===== src/verilog/pmaacr_pkg.sv =====
package pmaacr_pkg;
  // Register offsets within the PMA managed device
  localparam logic [15:0] PMAACR_OFS_ABILITY = 16'h0012;
  localparam logic [15:0] PMAACR_OFS_ROLE = 16'h0834;
  localparam logic [15:0] PMAACR_OFS_TEST = 16'h0836;
  // Managed device number that selects this bank
  localparam logic [4:0] PMAACR_DEV_PMA = 5'h01;
  // Field positions
  localparam int PMAACR_ROLE_BIT = 14;
  localparam int PMAACR_TEST_HI = 15;
  localparam int PMAACR_TEST_LO = 12;
  // Fixed read values
  localparam logic [15:0] PMAACR_ABILITY_VAL = 16'h0001;
  localparam logic [15:0] PMAACR_ROLE_FIXED = 16'h8000;
  localparam logic [11:0] PMAACR_TEST_LOW_VAL = 12'h001;
  localparam logic [3:0] PMAACR_TEST_RST = 4'h0;
  // Test mode codes
  localparam logic [3:0] PMAACR_TM_NORMAL = 4'h0;
  localparam logic [3:0] PMAACR_TM_MODE1 = 4'h2;
  localparam logic [3:0] PMAACR_TM_MODE2 = 4'h4;
  localparam logic [3:0] PMAACR_TM_MODE4 = 4'h8;
  localparam logic [3:0] PMAACR_TM_MODE5 = 4'ha;
  // Strap capture sequence
  typedef enum logic [1:0] {
    PMAACR_ST_LATCH = 2'b00,
    PMAACR_ST_RUN = 2'b01
  } pmaacr_state_t;
endpackage


===== src/verilog/pmaacr_field.sv =====
`timescale 1ns/10ps
// Writable field with strap-loaded value; load wins over a write
module pmaacr_field
  import pmaacr_pkg::*;
#(
  parameter int W = 1
)
(
  input wire logic ref_clk,
  input wire logic rst_b,
  input wire logic clk_en,
  input wire logic load,
  input wire logic [W-1:0] load_val,
  input wire logic wr,
  input wire logic [W-1:0] wr_val,
  output logic [W-1:0] val
);
  typedef struct packed {
    logic [W-1:0] val;
  } pmaacr_fld_t;
  pmaacr_fld_t st_r;
  pmaacr_fld_t st_nxt;

  // Next value: strap load at reset release, else management write
  always_comb
  begin
    st_nxt = st_r;
    if (load)
      st_nxt.val = load_val;
    else if (wr)
      st_nxt.val = wr_val;
  end

  // Storage
  always_ff @(posedge ref_clk or negedge rst_b)
  begin
    if (!rst_b)
      st_r <= '0;
    else if (clk_en)
      st_r <= st_nxt;
  end

  assign val = st_r.val;
endmodule


===== src/verilog/pma_ability_control_regs.sv =====
`timescale 1ns/10ps
// Operation
// Ability register reads 0x0001; bit 0 means single-pair 100 Mb/s; writes ignored.
// Role bit 14 of control register: 1 master, 0 slave.
// Role bit writable, reset from strap; bit 15 reads 1, 13:0 read 0.
// Test register bits 15:12 select transmitter test mode by fixed codes.
// Test field writable, strap reset defaulting normal; bits 11:0 read one.
// Master must select managed device one before accessing these registers.
// Role and test mode changes reach the line side without reset.
module pma_ability_control_regs
  import pmaacr_pkg::*;
(
  input wire logic ref_clk,
  input wire logic rst_b,
  input wire logic clk_en,
  input wire logic strap_role_master,
  input wire logic [3:0] strap_test_mode,
  input wire logic [4:0] managed_device_select,
  input wire logic [15:0] reg_addr,
  input wire logic reg_wr,
  input wire logic reg_rd,
  input wire logic [15:0] reg_wdata,
  output logic [15:0] reg_rdata,
  output logic reg_hit,
  output logic role_master,
  output logic [3:0] test_mode,
  output logic test_mode_valid
);
  typedef struct packed {
    pmaacr_state_t state;
    logic [15:0] rdata;
  } pmaacr_top_t;
  pmaacr_top_t st_r;
  pmaacr_top_t st_nxt;

  // Device select and per-register address matches
  logic dev_sel;
  logic addr_abil;
  logic addr_role;
  logic addr_test;
  logic addr_mapped;
  // Accesses the bank sees this cycle
  logic rd_take;
  logic wr_take;
  // Strap capture window and field write enables
  logic load;
  logic wr_role;
  logic wr_test;
  // Stored field values and the read words built from them
  logic role_val;
  logic [3:0] test_val;
  logic [15:0] role_word;
  logic [15:0] test_word;
  logic [15:0] rd_word;
  logic code_known;

  // Only accesses addressed to the PMA device are decoded
  // Everything else passes by untouched, so other banks may share the strobes
  assign dev_sel = (managed_device_select == PMAACR_DEV_PMA);

  // Full 16-bit compare: partial decode would let a stray address alias a field
  assign addr_abil = (reg_addr == PMAACR_OFS_ABILITY);
  assign addr_role = (reg_addr == PMAACR_OFS_ROLE);
  assign addr_test = (reg_addr == PMAACR_OFS_TEST);
  assign addr_mapped = addr_abil || addr_role || addr_test;

  // Strobes qualified by the device select
  assign rd_take = dev_sel && reg_rd;
  assign wr_take = dev_sel && reg_wr;

  // Straps are sampled on the first enabled edge after release, never under reset,
  // so a slow strap pin has the whole reset time to settle
  assign load = (st_r.state == PMAACR_ST_LATCH);

  // A write on the strap edge is dropped rather than raced against the strap value
  assign wr_role = wr_take && addr_role && !load;
  assign wr_test = wr_take && addr_test && !load;

  // Role bit storage
  // Ability register has no storage at all, so writes to it cannot land
  pmaacr_field #(.W(1)) u_role (
    .ref_clk(ref_clk),
    .rst_b(rst_b),
    .clk_en(clk_en),
    .load(load),
    .load_val(strap_role_master),
    .wr(wr_role),
    .wr_val(reg_wdata[PMAACR_ROLE_BIT]),
    .val(role_val)
  );

  // Test mode field storage; a strap of zero gives normal operation
  pmaacr_field #(.W(4)) u_test (
    .ref_clk(ref_clk),
    .rst_b(rst_b),
    .clk_en(clk_en),
    .load(load),
    .load_val(strap_test_mode | PMAACR_TEST_RST),
    .wr(wr_test),
    .wr_val(reg_wdata[PMAACR_TEST_HI:PMAACR_TEST_LO]),
    .val(test_val)
  );

  // Line side sees stored values directly, so writes act at once
  assign role_master = role_val;
  assign test_mode = test_val;

  // Known test codes; anything else is stored as written but flagged,
  // so the transmitter can fall back to normal operation on its own
  always_comb
  begin
    code_known = 1'b0;
    unique case (test_val)
      PMAACR_TM_NORMAL:
      begin
        code_known = 1'b1;
      end
      PMAACR_TM_MODE1:
      begin
        code_known = 1'b1;
      end
      PMAACR_TM_MODE2:
      begin
        code_known = 1'b1;
      end
      PMAACR_TM_MODE4:
      begin
        code_known = 1'b1;
      end
      PMAACR_TM_MODE5:
      begin
        code_known = 1'b1;
      end
      default:
      begin
        code_known = 1'b0;
      end
    endcase
  end

  assign test_mode_valid = code_known;

  // Hit decode: ability register ignores writes but still answers
  always_comb
  begin
    reg_hit = 1'b0;
    if (rd_take || wr_take)
    begin
      reg_hit = addr_mapped;
    end
  end

  // Read words; reserved bits are constants so no write can disturb them
  assign role_word = PMAACR_ROLE_FIXED | {1'b0, role_val, 14'h0000};
  assign test_word = {test_val, PMAACR_TEST_LOW_VAL};

  // Read multiplexer; an unmapped address reads as zero
  always_comb
  begin
    rd_word = 16'h0000;
    if (addr_abil)
    begin
      rd_word = PMAACR_ABILITY_VAL;
    end
    else if (addr_role)
    begin
      rd_word = role_word;
    end
    else if (addr_test)
    begin
      rd_word = test_word;
    end
  end

  // Sequencer: one latch edge, then run until the next reset
  always_comb
  begin
    st_nxt = st_r;
    unique case (st_r.state)
      PMAACR_ST_LATCH:
      begin
        st_nxt.state = PMAACR_ST_RUN;
      end
      PMAACR_ST_RUN:
      begin
        st_nxt.state = PMAACR_ST_RUN;
      end
      default:
      begin
        // Illegal code goes to run, not latch: a stray reload would undo writes
        st_nxt.state = PMAACR_ST_RUN;
      end
    endcase
    // Read data holds between reads so a slow master can take it late
    if (rd_take)
    begin
      st_nxt.rdata = rd_word;
    end
  end

  // State registers; clock enable low freezes strap capture and read data alike

  always_ff @(posedge ref_clk or negedge rst_b)
  begin
    if (!rst_b)
    begin
      st_r.state <= PMAACR_ST_LATCH;
      st_r.rdata <= 16'h0000;
    end
    else if (clk_en)
      st_r <= st_nxt;
  end

  assign reg_rdata = st_r.rdata;
endmodule


===== config.mk =====
export PLATFORM = sky130hd
export DESIGN_NAME = pma_ability_control_regs
export DESIGN_NICKNAME = d
export VERILOG_FILES = /design/src/verilog/pmaacr_pkg.sv /design/src/verilog/pmaacr_field.sv /design/src/verilog/pma_ability_control_regs.sv
export SDC_FILE = /design/constraint.sdc
export NUM_CORES = 1
export LEC_CHECK = 0
export BUFFER_PORTS_ARGS = -buffer_cell sky130_fd_sc_hd__buf_2
export CORE_MARGIN = 8
export CORE_UTILIZATION = 25
export CTS_CLUSTER_SIZE = 12
export DETAILED_ROUTE_END_ITERATION = 10
export GPL_TIMING_DRIVEN = 0
export PLACE_DENSITY = 0.58
export SLEW_MARGIN = 20
export SYNTH_ARGS = -nofsm -noshare
export SYNTH_HDL_FRONTEND = slang
export SYNTH_SLANG_ARGS = --single-unit

===== constraint.sdc =====
create_clock -name ref_clk -period 1.6 [get_ports ref_clk]
set_clock_uncertainty 0.15 [all_clocks]
set_input_delay 0 -clock ref_clk [delete_from_list [all_inputs] [get_ports ref_clk]]
set_output_delay 0 -clock ref_clk [all_outputs]
set_load 0.01 [all_outputs]

==> flow_summary_export.csv, run 1 <==
group,metric,value,unit
timing,min_period,1.56,ns
clock_tree,htreeDepth,1,
logic_synthesis,synth_top_area_share,33.4,%
clock_tree,clk_pin_slew_worst_paths,0.07,ns
clock_tree,cts_buffers,3,
cells_and_area,layout.cells.non_filler,212,
setup_path,crit_type,"primary input to flop",
detailed_routing,totalWireLength,2660,µm
floorplan,coreArea,3260,µm²
timing,drv_slew,0,
clock_tree,cts.sinks,11,
setup_path,cpLargestDelayFamily,"simple AND/OR/NAND/NOR gates",
timing,whs,0.0234,ns
setup_path,ff2ff_path_depth,4,
logic_synthesis,ys_types,34,
setup_path,worstReg2RegEnd,"u_role.val$_DFFE_PN0P_",
setup_path,critPathMaxStageDelay,0.57,ns
timing,fmax,0.641,GHz
logic_synthesis,synth_area,825,µm²
setup_path,cp_cell_sequence,"buf_2 -> or4_4 -> buf_4 -> nor4b_4 -> nand3_4 -> and3b_1 -> nor3_2",
power_and_ir_drop,ir_drop,204,µV
power_and_ir_drop,p_leak,0.701,nW
cells_and_area,fill_cells,348,
clock_tree,tritoncts,"yes",
place,portBuffers,46,
timing,hold_viol_final,0,
setup_path,cp-end-kind,"flop",
clock_tree,root_buffer,"clkbuf_4",
cells_and_area,final_nets,214,
floorplan,start_util,25.3,%
status,outcome,"finished clean",
hold_path,min_to,"u_role.val$_DFFE_PN0P_",
clock_tree,worstSkewPairLatency,0.27,ns
global_routing,grt_pass1_wl,4060,µm
floorplan,num_rows,21,
floorplan,die_area,5390,µm²
cells_and_area,regArea,275,µm²
global_routing,grt-ovfl-total,0,
hold_path,hold_path_depth,5,
logic_synthesis,synthTopCellsByArea,"dfrtp_1 33%, buf_4 15%, nand3_1 4.9%, a21oi_1 3.6%, nor2b_1 3.0%",
logic_synthesis,yosysWarnings,0,
detailed_routing,first_pass_iters,4,
timing,fin_crit_sh,97.5,%
place,dp_slack,-0.274,ns
cells_and_area,drive_gt1_share,47.6,%
setup_path,cp_max_fo,8,
global_routing,grt.total_usage,9.64,%
place,place.gp.congestion,0.731,
setup_path,r2r-start,"st_r[16]$_DFFE_PN0P_",
timing,finalSetupViolCount,0,
power_and_ir_drop,p_per_area,445,nW/µm²
logic_synthesis,synth_seq_area_share,33.4,%
place,dp_cells,191,
logic_synthesis,synth_top_area_cell,"dfrtp_1",
timing,setup_ws,0.0402,ns
floorplan,die_h,73.4,µm
cells_and_area,area_delta_synth_final,66.8,%
detailed_routing,via_per_inst,4.41,
setup_path,rrSetupSlack,0.05,ns
detailed_routing,routedWlPerCell,12.6,µm
setup_path,crit_buf_inv,2,
cells_and_area,multi_input_area,492,µm²
logic_synthesis,syn-instance-count,89,
timing,max-slew-margin-rel,66.3,%
detailed_routing,drc,0,
detailed_routing,ant_nets,0,
clock_tree,clk_path_buf_depth,2,
detailed_routing,num_vias,935,
global_routing,grt_antenna_before_repair,0,
floorplan,fp.dieW,73.4,µm
timing,worstMarginPinSlew,0.498,ns
cells_and_area,diodes,0,
setup_path,crit_slowest_cell,"or4_4",
timing,rsz0062_at_grt,"true",
setup_path,worstPathRequired,1.65,ns
global_routing,grt_pass1_vias,942,
run,maxCapViolCount,0,
cells_and_area,utilization,42.2,%
place,dpl.hpwl,2050,µm
logic_synthesis,avgSynthCellArea,9.26,µm²
hold_path,hp-start,"managed_device_select[1]",
floorplan,ios,70,
detailed_routing,drt_iter0_drc,55,
hold_path,hp-class,"primary input to flop",
setup_path,cp-start-kind,"primary input",
logic_synthesis,synth_seq_cells,11,
setup_path,cp.arrival,1.61,ns
global_routing,grt_max_degree,12,
metrics by stage:
step                instance area [µm²]  setup TNS, ns  power [mW]
floorplan                           868        -0.0288       0.338
global placement                   1160          -1.43       0.391
detailed placement                 1160          -1.54       0.394
CTS                                1340        -0.0394       0.611
global route                       1380        -0.0404       0.654
finish                             1380              0       0.612
layer usage:
metal	wire, µm	up-vias	part of all wire, %	GRT usage [%]
met4	44	0	1.7	2.66
met5	0	-	0	0
met2	1510	28	57	18.0
met1	947	443	36	9.49
li1	-	457	-	-
met3	159	7	6.0	3.96
area by class of cell:
cell class                      count  area share (%)
Tap cell                           46            4.19
Clock buffer                        4            1.91
Sequential cell                    11            20.0
Inverter                            1           0.273
Multi-Input combinational cell     69            35.8
Buffer                             18            9.28
Timing Repair Buffer               63            28.6
synthesized netlist by cell type:
master	instances
a21o_1	1
a21oi_1	6
a22oi_1	1
a32o_1	2
and3b_1	1
and4_1	1
buf_4	16
clkbuf_1	2
conb_1	1
dfrtp_1	11
inv_1	1
mux2i_1	1
nand2_1	3
nand2b_1	3
nand3_1	8
nand3_4	1
nand3b_1	1
nand4b_1	1
nor2_1	3
nor2b_1	4
nor3_1	1
nor3_2	1
nor4_1	1
nor4_4	1
nor4b_1	1
nor4b_4	1
o211ai_1	3
o21a_1	1
o21ai_0	5
o22ai_1	2
or2_2	1
or4_1	1
or4_4	1
or4b_4	1
power by group:
group,leakage [nW],switching (mW),internal (mW)
Sequential,0.133,0.000000977,0.278
Combinational,0.553,0.0616,0.0824
Clock,0.0150,0.0933,0.0966
cells by family (layout without fill, tap and decap cells):
logic type / count (synthesis) / in the layout / share of synthesized area [%]
DFF: 11 / 11 / 33.4
other: 1 / 11 / 0.455
and+or+nand+nor: 36 / 36 / 32.9
AOI/OAI and AO/OA: 21 / 21 / 16.1
muxes: 1 / 1 / 1.21
buffers and inverters: 19 / 86 / 15.9
repair_timing:
| action | CTS | global route |
|---|---|---|
| endpoints found under the hold margin | 16 | 0 |
| hold buffers | 14 | 0 |
| resized for setup | 2 | 3 |
| setup endpoints to repair | 1 | 6 |
| setup buffers | 0 | 3 |
| pin swaps | 0 | 3 |
how the worst max path moves through the flow:
stage                                      endpoint    startpoint  depth (start not counted)
after floorplan           u_test.val[2]$_DFFE_PN0P_   reg_addr[3]                          5
after global placement    u_test.val[2]$_DFFE_PN0P_   reg_addr[3]                          6
after detailed placement  u_test.val[2]$_DFFE_PN0P_   reg_addr[3]                          6
after CTS                 u_test.val[2]$_DFFE_PN0P_  reg_addr[13]                          6
after global routing                        reg_hit   reg_addr[8]                          6
final                     u_test.val[2]$_DFFE_PN0P_   reg_addr[8]                          7
state kept, by name (all words and copies together), names as in the netlist:
signal	cells
u_role.val	1
u_test.val	4
reg_rdata	5
st_r	1
cells in the final DEF, fill, tap and decap left out, drive strengths merged, types with 3 or more instances in the layout:
cell / synthesis / routed
buf: 16 / 65
dlygate4sd3: 0 / 14
conb: 1 / 11
dfrtp: 11 / 11
nand3: 9 / 9
a21oi: 6 / 6
clkbuf: 2 / 6
o21ai: 5 / 5
nor2b: 4 / 4
nor2: 3 / 3
nand2b: 3 / 3
nand2: 3 / 3
o211ai: 3 / 3
tightest hold or removal path: cells and delay by family:
kind	cells	cell delay [ns]
AND/OR/NAND/NOR	3	0.24
buffers and inverters	1	0.10
multiplexers	1	0.07
Note: power is estimated with default switching activity, not from simulation.
==> run 2: changes to the inputs <==
--- a/config.mk
+++ b/config.mk
@@ -6,12 +6,14 @@
 export NUM_CORES = 1
 export LEC_CHECK = 0
 export BUFFER_PORTS_ARGS = -buffer_cell sky130_fd_sc_hd__buf_2
-export CORE_MARGIN = 8
+export CELL_PAD_IN_SITES_DETAIL_PLACEMENT = 0
+export CELL_PAD_IN_SITES_GLOBAL_PLACEMENT = 1
+export CORE_MARGIN = 2
 export CORE_UTILIZATION = 25
 export CTS_CLUSTER_SIZE = 12
 export DETAILED_ROUTE_END_ITERATION = 10
 export GPL_TIMING_DRIVEN = 0
-export PLACE_DENSITY = 0.58
+export PLACE_DENSITY = 0.8
 export SLEW_MARGIN = 20
 export SYNTH_ARGS = -nofsm -noshare
 export SYNTH_HDL_FRONTEND = slang
==> run 2 against run 1 <==
  * Global-route usage increased by 3.1 points
  * Largest power group unchanged
  * Largest cell class unchanged
  * Setup slack gained 0.0044 ns
  * Critical path depth shrank 1
  * Sequential share of layout area shrank 0.13 points
  * Power shrank 0.56%
  * Clock power about the same
  * Cell count decreased by 0.94%
  * Sequential power about the same
  * Count of clock-buffer cells in the layout stayed put
  * Routed wire length is 13% lower
  * Non-clock buffer count did not move
==> flow_summary_export.csv, run 2 (synthesized netlist as in run 1, its figures left out) <==
group,metric,value,unit
power_and_ir_drop,p_seq_share,45.7,%
cells_and_area,utilization,44.6,%
cells_and_area,layout.cells.non_filler,210,
floorplan,ios,70,
setup_path,ff2ff_path_depth,4,
setup_path,r2r-start,"st_r[16]$_DFFE_PN0P_",
timing,hold_viol_final,0,
floorplan,die_h,61.4,µm
global_routing,grt.total_usage,12.7,%
detailed_routing,totalWireLength,2310,µm
status,outcome,"finished clean",
place,portBuffers,46,
clock_tree,tritoncts,"yes",
place,dp_cells,189,
hold_path,hp-class,"primary input to flop",
global_routing,grt_pass1_wl,3590,µm
power_and_ir_drop,share_comb_of_total_power,23.2,%
cells_and_area,mostFrequentLayoutCell,"buf_2",
setup_path,worstReg2RegEnd,"u_role.val$_DFFE_PN0P_",
global_routing,grt-ovfl-total,0,
setup_path,crit_type,"primary input to primary output",
setup_path,timing.critical_path.from,"reg_addr[13]",
cells_and_area,drive_gt1_share,48.8,%
cells_and_area,fill_cells,316,
floorplan,fp.dieW,61.4,µm
setup_path,cp_max_fo,3,
clock_tree,worstSkewPairLatency,0.27,ns
setup_path,critPathMaxStageDelay,0.59,ns
global_routing,grt_max_degree,12,
timing,fin_crit_sh,97.2,%
floorplan,die_area,3770,µm²
timing,setup_ws,0.0446,ns
cells_and_area,area_delta_synth_final,67.8,%
global_routing,grt_pass1_vias,904,
setup_path,rrSetupSlack,0.12,ns
setup_path,cpLargestDelayFamily,"simple AND/OR/NAND/NOR gates",
hold_path,hp-start,"managed_device_select[4]",
cells_and_area,multi_input_area,503,µm²
power_and_ir_drop,intPower,0.456,mW
setup_path,cp.depth,6,
detailed_routing,first_pass_iters,4,
power_and_ir_drop,p_leak,0.713,nW
floorplan,start_util,26.6,%
power_and_ir_drop,switching_power,0.153,mW
timing,whs,0.0303,ns
power_and_ir_drop,p_per_area,440,nW/µm²
power_and_ir_drop,pwr-share-clk,31.2,%
timing,finalSetupViolCount,0,
place,place.gp.congestion,0.779,
clock_tree,htreeDepth,1,
setup_path,crit_buf_inv,3,
detailed_routing,num_vias,938,
place,dp_slack,-0.279,ns
power_and_ir_drop,power,0.608,mW
detailed_routing,drt_iter0_drc,32,
detailed_routing,ant_nets,0,
setup_path,crit_slowest_cell,"or4_4",
floorplan,num_rows,20,
cells_and_area,regArea,275,µm²
run,maxCapViolCount,0,
power_and_ir_drop,power_switching_share,25.1,%
floorplan,coreArea,3100,µm²
timing,setup_tns,0,ns
place,placed_area,1150,µm²
detailed_routing,drc,0,
clock_tree,cts_buffers,3,
detailed_routing,via_per_inst,4.47,
cells_and_area,diodes,0,
power_and_ir_drop,ir_drop,182,µV
clock_tree,cts.sinks,11,
timing,min_period,1.56,ns
detailed_routing,routedWlPerCell,11.0,µm
global_routing,grt_antenna_before_repair,0,
setup_path,crit_top_cell,"buf_2",
setup_path,setup.worst_path.end,"reg_hit",
clock_tree,root_buffer,"clkbuf_4",
setup_path,worstPathRequired,1.45,ns
timing,fmax,0.643,GHz
setup_path,cp-end-kind,"primary output",
setup_path,cp.arrival,1.41,ns
timing,drv_slew,0,
timing,worstMarginPinSlew,0.510,ns
cells_and_area,layout_common_cells,"46 x buf_2, 19 x buf_4, 14 x dlygate4sd3_1",
place,dpl.hpwl,1760,µm
setup_path,cp-start-kind,"primary input",
clock_tree,clk_pin_slew_worst_paths,0.07,ns
timing,max-slew-margin-rel,65.9,%
clock_tree,clk_path_buf_depth,2,
cells_and_area,largest_reg_flops,5,
cells_and_area,final_cell_area,1380,µm²
cells_and_area,final_nets,214,
setup_path,cp_cell_sequence,"buf_2 -> or4_4 -> nor4_4 -> inv_1 -> a21oi_2 -> buf_2",
## run 2: cell counts in the layout (fill, tap and decap cells not counted)
No cell type changed its count.
## run 2: layer usage
metal / global-route usage, % / wire length [µm] / up-vias / share of wire, %
met5: 0 / 0 / - / 0
met4: 6.69 / 14 / 0 / 0.61
met3: 2.10 / 172 / 4 / 7.4
met2: 23.6 / 1190 / 41 / 52
met1: 13.8 / 935 / 436 / 40
li1: - / - / 457 / -
## run 2: worst register-to-register path, cell delays in order (launching register included)
cell and delay (ns):
dfrtp_1 0.39, nand2b_4 0.15, o22ai_2 0.08, dlygate4sd3_1 0.56
nor2_1 0.04
## run 2: how the worst min path moves through the flow
stage                                      endpoint  slack, ns  depth (start not counted)
after global placement     reg_rdata[0]$_DFFE_PN0P_      -0.27                          1
final                        u_role.val$_DFFE_PN0P_       0.03                          5
after detailed placement   reg_rdata[0]$_DFFE_PN0P_      -0.27                          1
after global routing      u_test.val[2]$_DFFE_PN0P_       0.06                          4
after CTS                    u_role.val$_DFFE_PN0P_       0.02                          5
after floorplan            reg_rdata[0]$_DFFE_PN0P_      -0.45                          0
## run 2: power groups by stage
stage	Combinational (mW)	Sequential [mW]	Clock, mW
2_1_floorplan	0.0551	0.283	0
3_3_place_gp	0.108	0.283	0
3_5_place_dp	0.110	0.283	0
4_1_cts	0.137	0.278	0.198
5_1_grt	0.156	0.278	0.206
6_report	0.141	0.278	0.190
## run 2: final cells by class
cell class              count  share of cell area (%)
plain buffers              18                    9.22
clock buffers               4                    1.90
inverters                   1                   0.271
multi-input cells          69                    36.3
flip-flops and latches     11                    19.9
well taps                  44                    3.98
repair buffers             63                    28.4
## run 2: repair_timing
item | in CTS | in global routing
gates cloned | 0 | 0
hold endpoints to repair | 16 | 0
pin swaps | 1 | 2
setup buffers | 1 | 2
endpoints found under the setup margin | 1 | 6
resized for setup | 2 | 5
hold buffers | 14 | 0
